==> src/rtl/ibte_pkg.sv <==
// Constants and types for the I2C boot timing and error block
package ibte_pkg;
  // ----------------------------------------------------------------
  // Timing
  // ----------------------------------------------------------------
  localparam int CLK_NS = 50;
  localparam int IDLE_US = 50;
  localparam int IDLE_CYC = (IDLE_US * 1000 + CLK_NS - 1) / CLK_NS;
  localparam int PER_RESET_NS = 10000;
  localparam logic [15:0] PER_RESET_CYC = 16'(PER_RESET_NS / CLK_NS);
  // ----------------------------------------------------------------
  // Serial clock budgets per boot phase
  // ----------------------------------------------------------------
  localparam int RESET_PERIODS = 9;
  localparam int START_BITS = 1;
  localparam int BYTE_BITS = 9;
  localparam int DATA_BYTES = 8;
  localparam int START_HALF_EXTRA = 1;
  localparam int ENTRY_PAGE = BYTE_BITS * DATA_BYTES;
  localparam int ENTRY_1B = START_BITS + BYTE_BITS + BYTE_BITS
    + START_BITS + BYTE_BITS + ENTRY_PAGE + START_HALF_EXTRA;
  localparam int ENTRY_2B = ENTRY_1B + BYTE_BITS;
  localparam int HEAD_1B = ENTRY_1B - ENTRY_PAGE;
  localparam int HEAD_2B = ENTRY_2B - ENTRY_PAGE;
  localparam int STOP_PERIODS = 1;
  // ----------------------------------------------------------------
  // Access phase codes and slave data
  // ----------------------------------------------------------------
  localparam logic [1:0] PH_IDLE = 2'h0;
  localparam logic [1:0] PH_DEV = 2'h1;
  localparam logic [1:0] PH_PER = 2'h2;
  localparam logic [1:0] PH_DATA = 2'h3;
  localparam logic [7:0] RESERVED_DATA = 8'h00;
  localparam logic [7:0] SLAVE_LIMIT = 8'h40;

  typedef enum logic [2:0] {
    B_IDLE, B_DETECT, B_RESET, B_HEAD, B_LOAD, B_STOP, B_DONE
  } ibte_boot_state_type;

  typedef enum logic [2:0] {
    M_IDLE, M_DEV, M_PER, M_DATA, M_STOP, M_HUNG
  } ibte_mst_state_type;

  typedef struct packed {
    logic master_arb_timeout_flag;
    logic master_collision_flag;
    logic master_not_acked_flag;
    logic master_timeout_flag;
    logic master_clock_low_timeout_cause;
    logic master_byte_timeout_cause;
    logic master_transaction_timeout_cause;
    logic slave_access_success_flag;
  } ibte_flags_type;
endpackage : ibte_pkg

==> src/rtl/ibte_core.sv <==
// Boot load sequencer, master error handling and slave reserved access
`timescale 1ns/1ps
// Functional notes
// Wait 50 us bus idle before boot
// Nine clock periods of EEPROM reset
// 102 periods per entry, plus header entry
// Boot ends with one-period STOP
// Serial clock period resets to 10 us
// Two-byte addressing costs 111 periods
// Entry cost built from its bit fields
// Unlimited page mode costs 72 per entry
// Chain reloads serial clock period
// Arbitration loss in addressing sets arb-timeout
// Later arbitration loss sets collision flag
// NACK aborts, STOP, records phase, flags
// Byte/transaction timeout aborts, STOP, sub-cause
// Clock-low timeout aborts; bus hung
// Reserved slave read acked, returns zero
// Reserved slave write acked, discarded
// Burst into reserved space behaves likewise
// Enabled sticky flag drives interrupt
module ibte_core (
  input wire logic clk,
  input wire logic rst_n,
  input wire logic scl_pin_in,
  input wire logic sda_pin_in,
  output logic scl_pin_out,
  output logic scl_pin_oe,
  output logic sda_pin_out,
  output logic sda_pin_oe,
  input wire logic boot_start,
  input wire logic [15:0] boot_register_count,
  input wire logic two_byte_addr,
  input wire logic page_unlimited,
  input wire logic chain_req,
  input wire logic [15:0] chain_register_count,
  input wire logic [15:0] serial_clock_period,
  output logic boot_busy,
  output logic boot_done,
  input wire logic master_transfer_control,
  input wire logic mst_is_write,
  input wire logic mst_byte_done,
  input wire logic mst_done,
  input wire logic ev_arb_lost,
  input wire logic ev_arb_expired,
  input wire logic ev_nack,
  input wire logic ev_byte_timeout,
  input wire logic ev_trans_timeout,
  input wire logic ev_scl_low_timeout,
  input wire logic stop_legal,
  input wire logic bus_recover,
  output logic mst_abort,
  output logic mst_stop_req,
  output logic mst_hung,
  output logic [1:0] access_progress_status,
  input wire logic slv_addr_valid,
  input wire logic [7:0] slv_addr,
  input wire logic slv_rd_req,
  input wire logic slv_wr_req,
  input wire logic [7:0] slv_wdata,
  input wire logic slv_done,
  input wire logic [7:0] reg_rdata,
  output logic slv_addr_ack,
  output logic [7:0] slv_rdata,
  output logic reg_we,
  output logic [7:0] reg_addr,
  output logic [7:0] reg_wdata,
  input wire ibte_pkg::ibte_flags_type flag_enable,
  input wire ibte_pkg::ibte_flags_type flag_clear,
  output ibte_pkg::ibte_flags_type flag_status,
  output logic irq
);
  // ----------------------------------------------------------------
  // Pin synchronisers
  // ----------------------------------------------------------------
  logic [1:0] scl_sync;
  logic [1:0] sda_sync;
  logic bus_idle;
  always_ff @(posedge clk) begin
    scl_sync <= {scl_sync[0], scl_pin_in};
    sda_sync <= {sda_sync[0], sda_pin_in};
  end
  assign bus_idle = scl_sync[1] & sda_sync[1];

  // ----------------------------------------------------------------
  // Boot load sequencer
  // ----------------------------------------------------------------
  ibte_pkg::ibte_boot_state_type bst, next_bst;
  logic [15:0] per, next_per;
  logic [15:0] cnt, next_cnt;
  logic [7:0] pcnt, next_pcnt;
  logic [16:0] rem, next_rem;
  logic chain_pend, next_chain_pend;
  logic tick;
  logic [7:0] budget;

  assign tick = (cnt == per - 16'h0001);

  always_comb begin
    if (bst == ibte_pkg::B_RESET) begin
      budget = 8'(ibte_pkg::RESET_PERIODS);
    end else if (bst == ibte_pkg::B_STOP) begin
      budget = 8'(ibte_pkg::STOP_PERIODS);
    end else if (bst == ibte_pkg::B_HEAD) begin
      budget = two_byte_addr ? 8'(ibte_pkg::HEAD_2B)
        : 8'(ibte_pkg::HEAD_1B);
    end else if (page_unlimited) begin
      budget = 8'(ibte_pkg::ENTRY_PAGE);
    end else begin
      budget = two_byte_addr ? 8'(ibte_pkg::ENTRY_2B)
        : 8'(ibte_pkg::ENTRY_1B);
    end
  end

  always_comb begin
    next_bst = bst;
    next_per = per;
    next_cnt = cnt;
    next_pcnt = pcnt;
    next_rem = rem;
    next_chain_pend = chain_pend | chain_req;
    case (bst)
      ibte_pkg::B_IDLE: begin
        next_cnt = 16'h0000;
        if (boot_start) begin
          next_bst = ibte_pkg::B_DETECT;
        end
      end
      ibte_pkg::B_DETECT: begin
        // Any bus activity restarts the idle window
        if (!bus_idle) begin
          next_cnt = 16'h0000;
        end else if (cnt == 16'(ibte_pkg::IDLE_CYC - 1)) begin
          next_cnt = 16'h0000;
          next_pcnt = 8'h00;
          next_bst = ibte_pkg::B_RESET;
        end else begin
          next_cnt = cnt + 16'h0001;
        end
      end
      ibte_pkg::B_DONE: begin
        next_cnt = 16'h0000;
      end
      default: begin
        next_cnt = tick ? 16'h0000 : cnt + 16'h0001;
        if (tick) begin
          next_pcnt = pcnt + 8'h01;
          if (pcnt == budget - 8'h01) begin
            next_pcnt = 8'h00;
            if (bst == ibte_pkg::B_RESET) begin
              next_rem = {1'b0, boot_register_count} + 17'h00001;
              next_bst = page_unlimited ? ibte_pkg::B_HEAD : ibte_pkg::B_LOAD;
            end else if (bst == ibte_pkg::B_HEAD) begin
              next_bst = ibte_pkg::B_LOAD;
            end else if (bst == ibte_pkg::B_STOP) begin
              next_bst = ibte_pkg::B_DONE;
            end else if (chain_pend) begin
              // Chain only at an entry boundary, new speed from here
              next_chain_pend = 1'b0;
              next_per = serial_clock_period;
              next_rem = rem - 17'h00001
                + {1'b0, chain_register_count} + 17'h00001;
              next_bst = page_unlimited ? ibte_pkg::B_HEAD
                : ibte_pkg::B_LOAD;
            end else if (rem == 17'h00001) begin
              next_bst = ibte_pkg::B_STOP;
            end else begin
              next_rem = rem - 17'h00001;
            end
          end
        end
      end
    endcase
  end

  always_ff @(posedge clk) begin
    if (!rst_n) begin
      bst <= ibte_pkg::B_IDLE;
      per <= ibte_pkg::PER_RESET_CYC;
      cnt <= 16'h0000;
      pcnt <= 8'h00;
      rem <= 17'h00000;
      chain_pend <= 1'b0;
    end else begin
      bst <= next_bst;
      per <= next_per;
      cnt <= next_cnt;
      pcnt <= next_pcnt;
      rem <= next_rem;
      chain_pend <= next_chain_pend;
    end
  end

  // Open drain: only the low half of each period is driven
  assign boot_busy = (bst != ibte_pkg::B_IDLE) && (bst != ibte_pkg::B_DONE);
  assign boot_done = (bst == ibte_pkg::B_DONE);
  assign scl_pin_out = 1'b0;
  assign scl_pin_oe = boot_busy && (bst != ibte_pkg::B_DETECT)
    && (cnt < {1'b0, per[15:1]});
  assign sda_pin_out = 1'b0;
  assign sda_pin_oe = 1'b0;

  // ----------------------------------------------------------------
  // Master error handling
  // ----------------------------------------------------------------
  ibte_pkg::ibte_mst_state_type mst, next_mst;
  logic [1:0] next_aps;
  logic addr_phase, active, nack_err, tmo_err, arb_err, col_err;

  assign addr_phase = (mst == ibte_pkg::M_DEV);
  assign active = (mst == ibte_pkg::M_DEV) || (mst == ibte_pkg::M_PER)
    || (mst == ibte_pkg::M_DATA);
  assign arb_err = active && addr_phase && (ev_arb_lost || ev_arb_expired);
  assign col_err = active && !addr_phase && ev_arb_lost;
  assign nack_err = active && ev_nack
    && ((mst != ibte_pkg::M_DATA) || mst_is_write);
  assign tmo_err = active && (ev_byte_timeout || ev_trans_timeout);
  assign mst_abort = arb_err || col_err || nack_err || tmo_err
    || (active && ev_scl_low_timeout);

  always_comb begin
    next_mst = mst;
    next_aps = access_progress_status;
    mst_stop_req = 1'b0;
    case (mst)
      ibte_pkg::M_IDLE: begin
        if (master_transfer_control) begin
          next_mst = ibte_pkg::M_DEV;
          next_aps = ibte_pkg::PH_DEV;
        end
      end
      ibte_pkg::M_STOP: begin
        // Wait for the first point where STOP is legal
        if (stop_legal) begin
          mst_stop_req = 1'b1;
          next_mst = ibte_pkg::M_IDLE;
        end
      end
      ibte_pkg::M_HUNG: begin
        if (bus_recover) begin
          next_mst = ibte_pkg::M_IDLE;
        end
      end
      default: begin
        if (active && ev_scl_low_timeout) begin
          next_mst = ibte_pkg::M_HUNG;
        end else if (arb_err || col_err) begin
          next_mst = ibte_pkg::M_IDLE;
        end else if (nack_err || tmo_err) begin
          next_mst = ibte_pkg::M_STOP;
        end else if (mst_done) begin
          next_mst = ibte_pkg::M_IDLE;
          next_aps = ibte_pkg::PH_IDLE;
        end else if (mst_byte_done && mst == ibte_pkg::M_DEV) begin
          next_mst = ibte_pkg::M_PER;
          next_aps = ibte_pkg::PH_PER;
        end else if (mst_byte_done && mst == ibte_pkg::M_PER) begin
          next_mst = ibte_pkg::M_DATA;
          next_aps = ibte_pkg::PH_DATA;
        end
      end
    endcase
  end

  always_ff @(posedge clk) begin
    if (!rst_n) begin
      mst <= ibte_pkg::M_IDLE;
      access_progress_status <= ibte_pkg::PH_IDLE;
    end else begin
      mst <= next_mst;
      access_progress_status <= next_aps;
    end
  end
  assign mst_hung = (mst == ibte_pkg::M_HUNG);

  // ----------------------------------------------------------------
  // Slave access with reserved space
  // ----------------------------------------------------------------
  logic [7:0] ptr, next_ptr, next_rdata;
  logic rsv;

  assign rsv = (ptr >= ibte_pkg::SLAVE_LIMIT);
  assign slv_addr_ack = slv_addr_valid;
  assign reg_we = slv_wr_req && !rsv;
  assign reg_addr = ptr;
  assign reg_wdata = slv_wdata;

  always_comb begin
    next_ptr = ptr;
    next_rdata = slv_rdata;
    if (slv_addr_valid) begin
      next_ptr = slv_addr;
    end else if (slv_rd_req || slv_wr_req) begin
      next_ptr = ptr + 8'h01;
      if (slv_rd_req) begin
        next_rdata = rsv ? ibte_pkg::RESERVED_DATA : reg_rdata;
      end
    end
  end

  always_ff @(posedge clk) begin
    if (!rst_n) begin
      ptr <= 8'h00;
      slv_rdata <= 8'h00;
    end else begin
      ptr <= next_ptr;
      slv_rdata <= next_rdata;
    end
  end

  // ----------------------------------------------------------------
  // Sticky flags and interrupt
  // ----------------------------------------------------------------
  ibte_pkg::ibte_flags_type ev, next_flags;

  always_comb begin
    ev = '0;
    ev.master_arb_timeout_flag = arb_err;
    ev.master_collision_flag = col_err;
    ev.master_not_acked_flag = nack_err;
    ev.master_timeout_flag = tmo_err || (active && ev_scl_low_timeout);
    ev.master_clock_low_timeout_cause = active && ev_scl_low_timeout;
    ev.master_byte_timeout_cause = active && ev_byte_timeout;
    ev.master_transaction_timeout_cause = active && ev_trans_timeout;
    ev.slave_access_success_flag = slv_done;
    // A new event outranks a clear in the same cycle
    next_flags = ibte_pkg::ibte_flags_type'((flag_status & ~flag_clear)
      | ev);
  end

  always_ff @(posedge clk) begin
    if (!rst_n) begin
      flag_status <= '0;
    end else begin
      flag_status <= next_flags;
    end
  end
  assign irq = |(flag_status & flag_enable);

  // ----------------------------------------------------------------
  // Checks
  // ----------------------------------------------------------------
  AST_IDLE_WAIT: assert property (@(posedge clk) disable iff (!rst_n)
    $rose(bst == ibte_pkg::B_RESET) |-> $past(bus_idle, 1)
    && $past(bst) == ibte_pkg::B_DETECT)
    else $error("Reset phase began without idle window");
  AST_RESET_LEN: assert property (@(posedge clk) disable iff (!rst_n)
    (bst == ibte_pkg::B_RESET && tick && pcnt == 8'h08)
    |=> bst != ibte_pkg::B_RESET)
    else $error("EEPROM reset phase not nine periods");
  AST_ENTRY_1B: assert property (@(posedge clk) disable iff (!rst_n)
    (bst == ibte_pkg::B_LOAD && !page_unlimited && !two_byte_addr)
    |-> budget == 8'h66)
    else $error("One-byte entry budget wrong");
  AST_ENTRY_2B: assert property (@(posedge clk) disable iff (!rst_n)
    (bst == ibte_pkg::B_LOAD && !page_unlimited && two_byte_addr)
    |-> budget == 8'h6f)
    else $error("Two-byte entry budget wrong");
  AST_ENTRY_PAGE: assert property (@(posedge clk) disable iff (!rst_n)
    (bst == ibte_pkg::B_LOAD && page_unlimited) |-> budget == 8'h48)
    else $error("Page mode entry budget wrong");
  AST_STOP_ONE: assert property (@(posedge clk) disable iff (!rst_n)
    (bst == ibte_pkg::B_STOP && tick) |=> bst == ibte_pkg::B_DONE)
    else $error("STOP phase not one period");
  AST_PER_RESET: assert property (@(posedge clk)
    $rose(rst_n) |-> per == 16'h00c8)
    else $error("Serial clock period not 10 us at reset");
  AST_CHAIN_PER: assert property (@(posedge clk) disable iff (!rst_n)
    (bst == ibte_pkg::B_LOAD && tick && chain_pend && pcnt == budget - 8'h01)
    |=> per == $past(serial_clock_period))
    else $error("Chain did not reload period");
  AST_ARB_ADDR: assert property (@(posedge clk) disable iff (!rst_n)
    (mst == ibte_pkg::M_DEV && ev_arb_lost)
    |=> flag_status.master_arb_timeout_flag
    && !$past(ev.master_collision_flag) && mst == ibte_pkg::M_IDLE)
    else $error("Address-phase arbitration loss misreported");
  AST_COLLISION: assert property (@(posedge clk) disable iff (!rst_n)
    ((mst == ibte_pkg::M_PER || mst == ibte_pkg::M_DATA) && ev_arb_lost)
    |=> flag_status.master_collision_flag)
    else $error("Late arbitration loss not flagged");
  AST_NACK_STOP: assert property (@(posedge clk) disable iff (!rst_n)
    (nack_err && !ev_scl_low_timeout && !ev_arb_lost)
    |=> mst == ibte_pkg::M_STOP
    && flag_status.master_not_acked_flag
    && access_progress_status == $past(access_progress_status))
    else $error("NACK handling wrong");
  AST_TMO_CAUSE: assert property (@(posedge clk) disable iff (!rst_n)
    (active && ev_byte_timeout) |=> flag_status.master_timeout_flag
    && flag_status.master_byte_timeout_cause)
    else $error("Byte timeout cause missing");
  AST_HUNG: assert property (@(posedge clk) disable iff (!rst_n)
    (active && ev_scl_low_timeout) |=> mst_hung
    && flag_status.master_clock_low_timeout_cause)
    else $error("Clock-low timeout did not hang bus");
  AST_RSV_READ: assert property (@(posedge clk) disable iff (!rst_n)
    (slv_rd_req && !slv_addr_valid && rsv) |=> slv_rdata == 8'h00)
    else $error("Reserved read returned nonzero");
  AST_RSV_WRITE: assert property (@(posedge clk) disable iff (!rst_n)
    (slv_wr_req && rsv) |-> !reg_we)
    else $error("Reserved write reached registers");
  AST_IRQ: assert property (@(posedge clk) disable iff (!rst_n)
    (flag_status.master_not_acked_flag && flag_enable.master_not_acked_flag)
    |-> irq)
    else $error("Enabled flag did not raise interrupt");
endmodule : ibte_core

==> config.mk <==
export PLATFORM = sky130hd
export DESIGN_NAME = ibte_core
export DESIGN_NICKNAME = d
export VERILOG_FILES = /design/src/rtl/ibte_pkg.sv /design/src/rtl/ibte_core.sv
export SDC_FILE = /design/constraint.sdc
export NUM_CORES = 1
export LEC_CHECK = 0
export ABC_AREA = 1
export ABC_CLOCK_PERIOD_IN_PS = 6550
export BUFFER_PORTS_ARGS = -buffer_cell sky130_fd_sc_hd__buf_2
export CORE_MARGIN = 2
export CORE_UTILIZATION = 60
export CTS_CLUSTER_DIAMETER = 120
export DETAILED_ROUTE_END_ITERATION = 10
export GPL_TIMING_DRIVEN = 0
export PLACE_DENSITY = 0.86
export SLEW_MARGIN = 20
export SYNTH_ARGS = -nofsm -noshare
export SYNTH_HDL_FRONTEND = slang
export SYNTH_SLANG_ARGS = --single-unit
==> constraint.sdc <==
create_clock -name clk -period 6.55 [get_ports clk]
set_clock_uncertainty 0.15 [all_clocks]
set_input_delay 1.6375 -clock clk [delete_from_list [all_inputs] [get_ports clk]]
set_output_delay 1.6375 -clock clk [all_outputs]
set_load 0.02 [all_outputs]
==> key figures, run 1 <==
Floorplanning
  • Die W: 116.5 um
  • DIE AREA: 0.01357 mm2
  • Core box area: between 0.01 and 0.015 mm2
  • Initial core utilization: 60.92%
  • Row count: 41
  • I/O pin cnt: 158
  • Die Ht: 116.5 um

STA
  • Crit share post-route: between 60% and 70%
  • Tightest Pin Transition: between 0.9 and 1 ns
  • Hold Vio Cnt, Final: 0
  • Unrepaired setup endpoints after global routing: false
  • Setup TNS: 0 ns
  • Max-slew violation count: 0
  • Post-route minimum period: about 4.5 ns
  • Hold slack: around 0.18 ns
  • Setup violations, final: 0
  • Final worst slack: 2.039 ns
  • Fmax achieved: 0.2217 GHz
  • Relative slew slack: 34.54%

Finish
  • Most common cell after layout, fill and taps aside: nand2_1
  • Nets@finish: roughly 1500
  • Post-Layout Cell Count: 1552
  • Most frequent cells in the layout: nand2_1 (318), inv_1 (160), buf_2 (152)
  • Fraction of layout cells with a size suffix above 1: between 10% and 20%
  • Ant. Diodes: 0
  • Final cell area excluding filler cells: roughly 0.0088 mm2
  • Area growth syn-to-layout: 16.39%
  • Fillers: 1110

Route
  • Via count: around 8500
  • DR pass1 iterations: 7
  • Final WL: roughly 21 mm
  • WL/cell: 13.65 um
  • Initial DRC count: approximately 740
  • ANT nets after route: 0
  • DR DRC count: 0
  • Drt via density: roughly 5.5

Placed design
  • Post-DP HPWL: between 15 and 20 mm
  • Placed Area: ~0.0085 mm2
  • Dpl cells: between 1500 and 2000
  • Placer Congestion: between 0.9 and 1
  • # port buffers: about 140
  • Pre-CTS setup slack: around 2.1 ns

Clock tree
  • Clock latency on the worst-skew pair: 0.35 ns
  • # hold bufs at CTS: 0
  • # resized after CTS: 0
  • Root Driver: clkbuf_16
  • CTS Buffer Depth: 2
  • Setup Fix Bufs, Post-CTS: 0
  • Clk pin slew, worst setup/hold paths: 0.06 ns
  • CTS tree: built
  • TritonCTS Buffers: 9
  • CTS sink cnt: 94
  • H-tree levels: 3

Worst hold path
  • Hold Crit Class: register to register
  • Hold Startpoint: sda_sync[0]
  • Hold Crit Depth: 0
  • Hold Path End: sda_sync[1]

Synth
  • Largest area contributor in the netlist: dfxtp_1
  • Simple-Gate Fraction of Synth Area: 37.70%
  • Distinct cells, synth: 52
  • Post-synthesis compound-gate area fraction: a little over an eighth
  • YS warnings: 0
  • Synthesized flop and latch total: 94
  • Post-synthesis cell area: roughly 0.0076 mm2
  • Yosys top cell area share: 24.78%
  • Synth Area in XOR/XNOR: under 10%
  • Largest family of logic cells by synthesized area: simple AND/OR/NAND/NOR gates
  • Syn Area/Cell: just over 6 um2
  • Mapped Cells: approximately 1200
  • Multiplexer area fraction after synthesis: 0%
  • Adder-Cell Fraction of Synth Area: 6.690%
  • Ranking of synthesized cells by area: dfxtp_1 (25%), nand2_1 (16%), inv_1 (7.9%)
  • Sequential share of the synthesized area: about 25%

Power
  • Pwr Density: roughly 240 mW/mm2
  • Peak supply drop: between 200 and 250 uV
  • Pleak: 0.004412 uW

Setup path
  • Critical path fanouts, max: 3
  • Capture point of the worst reg-to-reg path: rem[12]
  • Worst reg2reg path depth: 18
  • Crit path kind: primary input to primary output
  • Reg2reg start: rem[0]
  • CP arrival: between 2 and 3 ns
  • Crit start category: primary input
  • CP startpoint: ev_trans_timeout
  • Crit end category: primary output
  • R2R Setup Slk: between 3 and 4 ns
  • Req. time, crit path: ~4.8 ns

Global routing
  • Overall global routing resource usage: between 30% and 40%
  • Largest net degree at the start of global routing: 15
  • Initial antenna violation count: 0
  • Grt total ovfl: 0
  • Vias in the first global route: around 7600
  • Global-route wire length before repair: 34.51 mm

Run
  • Max-Cap Viols: 0

Status
  • Outcome: finished clean
[area by class of cell]
class | instances | area [um2] | share of cell area [%]
buffer | 36 | 205.2 | 2.322
timing repair buffer | 144 | 720.7 | 8.154
clock inverter | 4 | 45.04 | 0.5096
multi-input combinational | 917 | 4865 | 55.04
clock buffer | 12 | 256.5 | 2.902
sequential | 94 | 1882 | 21.29
tap | 172 | 215.2 | 2.435
inverter | 173 | 649.4 | 7.347
[registers in the layout, summed over array words and instances, names as in the netlist]
signal	count
bst	3
access_progress_status	2
scl_sync	2
rem	17
pcnt	8
sda_sync	2
cnt	16
flag_status	8
mst	3
slv_rdata	8
chain_pend	1
per	16
reg_addr	8
[cell usage after synthesis (all sizes together)]
master / n
a221oi: 4
buf: 25
o21bai: 1
a21boi: 1
a31o: 1
conb: 1
clkinv: 3
o21a: 2
ha: 39
nor3b: 6
a21oi: 90
o211ai: 6
a2111oi: 1
o2111a: 2
nand2: 321
xnor2: 19
inv: 170
nor2: 138
or2: 5
dfxtp: 94
o221ai: 7
nand3: 87
nor4: 4
nand3b: 6
a31oi: 5
nand4: 49
o21ai: 44
o31ai: 4
a21o: 2
nor3: 26
and3b: 1
a211oi: 3
clkbuf: 11
o22ai: 1
xor2: 36
o211a: 1
and3: 1
fa: 1
[critical path, cell delays in order]
cell and delay (ns):
buf_2 0.12, o21ai_0 0.36, nand2_1 0.13, nor2_1 0.22, nand2_1 0.09, buf_2 0.17
[worst max-delay path by stage]
stage                      endpoint  slack, ns
after detailed placement  mst_abort       2.06
after CTS                 mst_abort       2.05
final                     mst_abort       2.04
after global placement    mst_abort       2.09
after floorplan           mst_abort       2.55
after global routing      mst_abort       1.98
[power by group]
part	total (uW)	switching [uW]	internal [uW]
logic	893	608	285
registers	659	42.6	616
clock network	543	228	315
total	2100	879	1220
[kinds of logic (layout without fill, tap and decap cells)]
kind of cell | Yosys count | in the layout
compound gates | 175 | 175
xor+xnor | 55 | 55
fa+ha+maj | 40 | 40
buf+inv | 209 | 369
flops | 94 | 94
other cells | 1 | 3
simple gates | 644 | 644
[stage by stage]
step | util, % | total power (uW)
final | 70.90 | 2095
after global routing | 70.90 | 2220
after CTS | 70.90 | 2082
after detailed placement | 68.48 | 1541
after global placement | 68.48 | 1523
after floorplan | - | 1292
[metal layers]
layer / global-route usage, % / part of all wire [%] / vias up
li1: - / - / 4287
met1: 40.19 / 43 / 3774
met2: 55.43 / 47 / 385
met3: 6.383 / 8.7 / 43
met4: 9.048 / 1.7 / 0
met5: 0 / 0 / -
Power figures use the tool's default switching activity.
==> run 2, diff against run 1 <==
- ABC_CLOCK_PERIOD_IN_PS: 6550 -> 4400
- CORE_UTILIZATION: 60 -> 56
- PLACE_DENSITY: 0.86 -> 0.81
- clock period: 6.55 -> 4.4 ns (I/O delays scaled with it)
==> key figures, run 2 (synthesized netlist as in run 1, its figures left out) <==
Power
  • Pwr Density: ~360 mW/mm2
  • Peak supply drop: between 300 and 400 uV
  • Sequential fraction of design power: between 30% and 40%
  • Pint: between 1500 and 2000 uW
  • Combinational power share: 40.9%
  • Fraction of power spent switching nets: roughly two fifths
  • Sw Pwr: roughly 1300 uW
  • Pleak: 0.004426 uW
  • Clock network fraction of total power: 28.8%

Global routing
  • Overall global routing resource usage: 30.36%
  • Initial antenna violation count: 0
  • Largest net degree at the start of global routing: 16
  • Global-route wire length before repair: roughly 36 mm
  • Grt total ovfl: 0
  • Vias in the first global route: just under 8000

Finish
  • Post-Layout Cell Count: around 1600
  • Max FFs per register: 17
  • Area growth syn-to-layout: 17.09%
  • Most frequent cells in the layout: nand2_1 (318), inv_1 (160), buf_2 (152)
  • Nets@finish: approximately 1500
  • Top reg by flops: rem
  • Fraction of layout cells with a size suffix above 1: 15.94%
  • Most common cell after layout, fill and taps aside: nand2_1
  • Ant. Diodes: 0
  • Largest registers: rem (17), cnt (16), per (16)

Placed design
  • # port buffers: 144
  • Placer Congestion: about 0.92
  • Dpl cells: 1540
  • Post-DP HPWL: 17.19 mm

Clock tree
  • CTS sink cnt: 94
  • Root Driver: clkbuf_16
  • # hold bufs at CTS: 0
  • Setup Fix Bufs, Post-CTS: 0
  • # resized after CTS: 0
  • CTS tree: built
  • Clk pin slew, worst setup/hold paths: ~0.070 ns
  • CTS Buffer Depth: 2
  • TritonCTS Buffers: 9
  • Clock latency on the worst-skew pair: ~0.36 ns
  • H-tree levels: 3

Setup path
  • Reg2reg start: rem[0]
  • Critical path fanouts, max: 4
  • R2R Setup Slk: 1.02 ns
  • Worst reg2reg path depth: 18
  • Crit path kind: register to primary output
  • Crit end category: primary output
  • Crit start category: register
  • Capture point of the worst reg-to-reg path: rem[12]
  • Req. time, crit path: around 3.2 ns
  • CP arrival: 2.24 ns

Worst hold path
  • Hold Crit Depth: 0
  • Hold Path End: scl_sync[1]
  • Hold Crit Class: register to register
  • Hold Startpoint: scl_sync[0]

STA
  • Crit share post-route: between 70% and 80%
  • Max-slew violation count: 0
  • Post-route minimum period: roughly 3.5 ns
  • Relative slew slack: roughly a third
  • Setup violations, final: 0
  • Tightest Pin Transition: ~1.0 ns
  • Fmax achieved: 0.2863 GHz
  • Unrepaired setup endpoints after global routing: false
  • Hold Vio Cnt, Final: 0
  • Setup TNS: 0 ns

Run
  • Max-Cap Viols: 0

Route
  • Drt via density: 5.367
  • DR pass1 iterations: 6
  • WL/cell: around 14 um
  • Initial DRC count: 638
  • Via count: between 8000 and 9000
  • ANT nets after route: 0
  • Final WL: approximately 22 mm
  • DR DRC count: 0

Floorplanning
  • Initial core utilization: between 50% and 60%
  • DIE AREA: 0.01451 mm2
  • I/O pin cnt: 158
  • Row count: between 40 and 50
  • Die Ht: ~120 um
  • Die W: between 100 and 150 um
  • Core box area: roughly 0.013 mm2

Status
  • Outcome: finished clean
==> run 2: cell count changes in the layout (fill, tap and decap cells not counted), sizes merged <==
cell / change
clkinv: -2
clkinvlp: +1
bufinv: +2
clkbuf: -1
==> run 2: power by group through the flow <==
stage               clock, uW  sequential, uW  combinational (uW)
floorplan                   0            1020                 903
global placement            0             996                1280
detailed placement          0             995                1290
CTS                       935             977                1310
global route              965             987                1490
finish                    928             979                1320
==> run 2: through the flow <==
step	hold slack (ns)	total power (uW)	utilization [%]	worst slack [ns]	cell area (um2)
6_report	0.1782	3226	67.14	0.9074	8891
4_1_cts	0.1793	3218	67.14	0.9161	8891
3_3_place_gp	0.1627	2275	64.50	0.7431	8542
5_1_grt	0.2050	3441	67.14	0.6034	8891
3_5_place_dp	0.1638	2287	64.50	0.6619	8542
2_1_floorplan	0.1596	1923	-	1.296	7601
==> run 2: area by class of cell <==
type,count,area [um2]
tap,176,220.2
timing repair buffer,144,720.7
buffer,36,205.2
clock buffer,11,242.7
fill,1306,4352
inverter,173,649.4
multi-input combinational,917,4865
clock inverter,5,106.4
sequential,94,1882
==> run 2: worst max-delay path, stage by stage (launching register included) <==
cell and delay [ns]:
dfxtp_1 0.42, inv_1 0.12, ha_1 0.32, a21oi_1 0.15, nand2_1 0.07, nand4_1 0.07
o211ai_1 0.15, a21oi_1 0.27, o21a_1 0.15, buf_2 0.16
==> run 2: routing by layer <==
metal / routed length, um / track usage [%]
met1: 9675 / 38.81
met2: 9987 / 51.20
met3: 1628 / 6.981
met4: 372 / 8.576
met5: 0 / 0
==> run 2: worst max-delay path by stage <==
stage / from / to / slack (ns) / depth (start not counted)
finish: per[4] / scl_pin_oe / 0.91 / 9
detailed placement: page_unlimited / bst[0] / 0.66 / 19
CTS: per[2] / scl_pin_oe / 0.92 / 10
floorplan: page_unlimited / rem[9] / 1.30 / 15
global placement: page_unlimited / bst[0] / 0.74 / 18
global route: rem[0] / rem[12] / 0.60 / 18
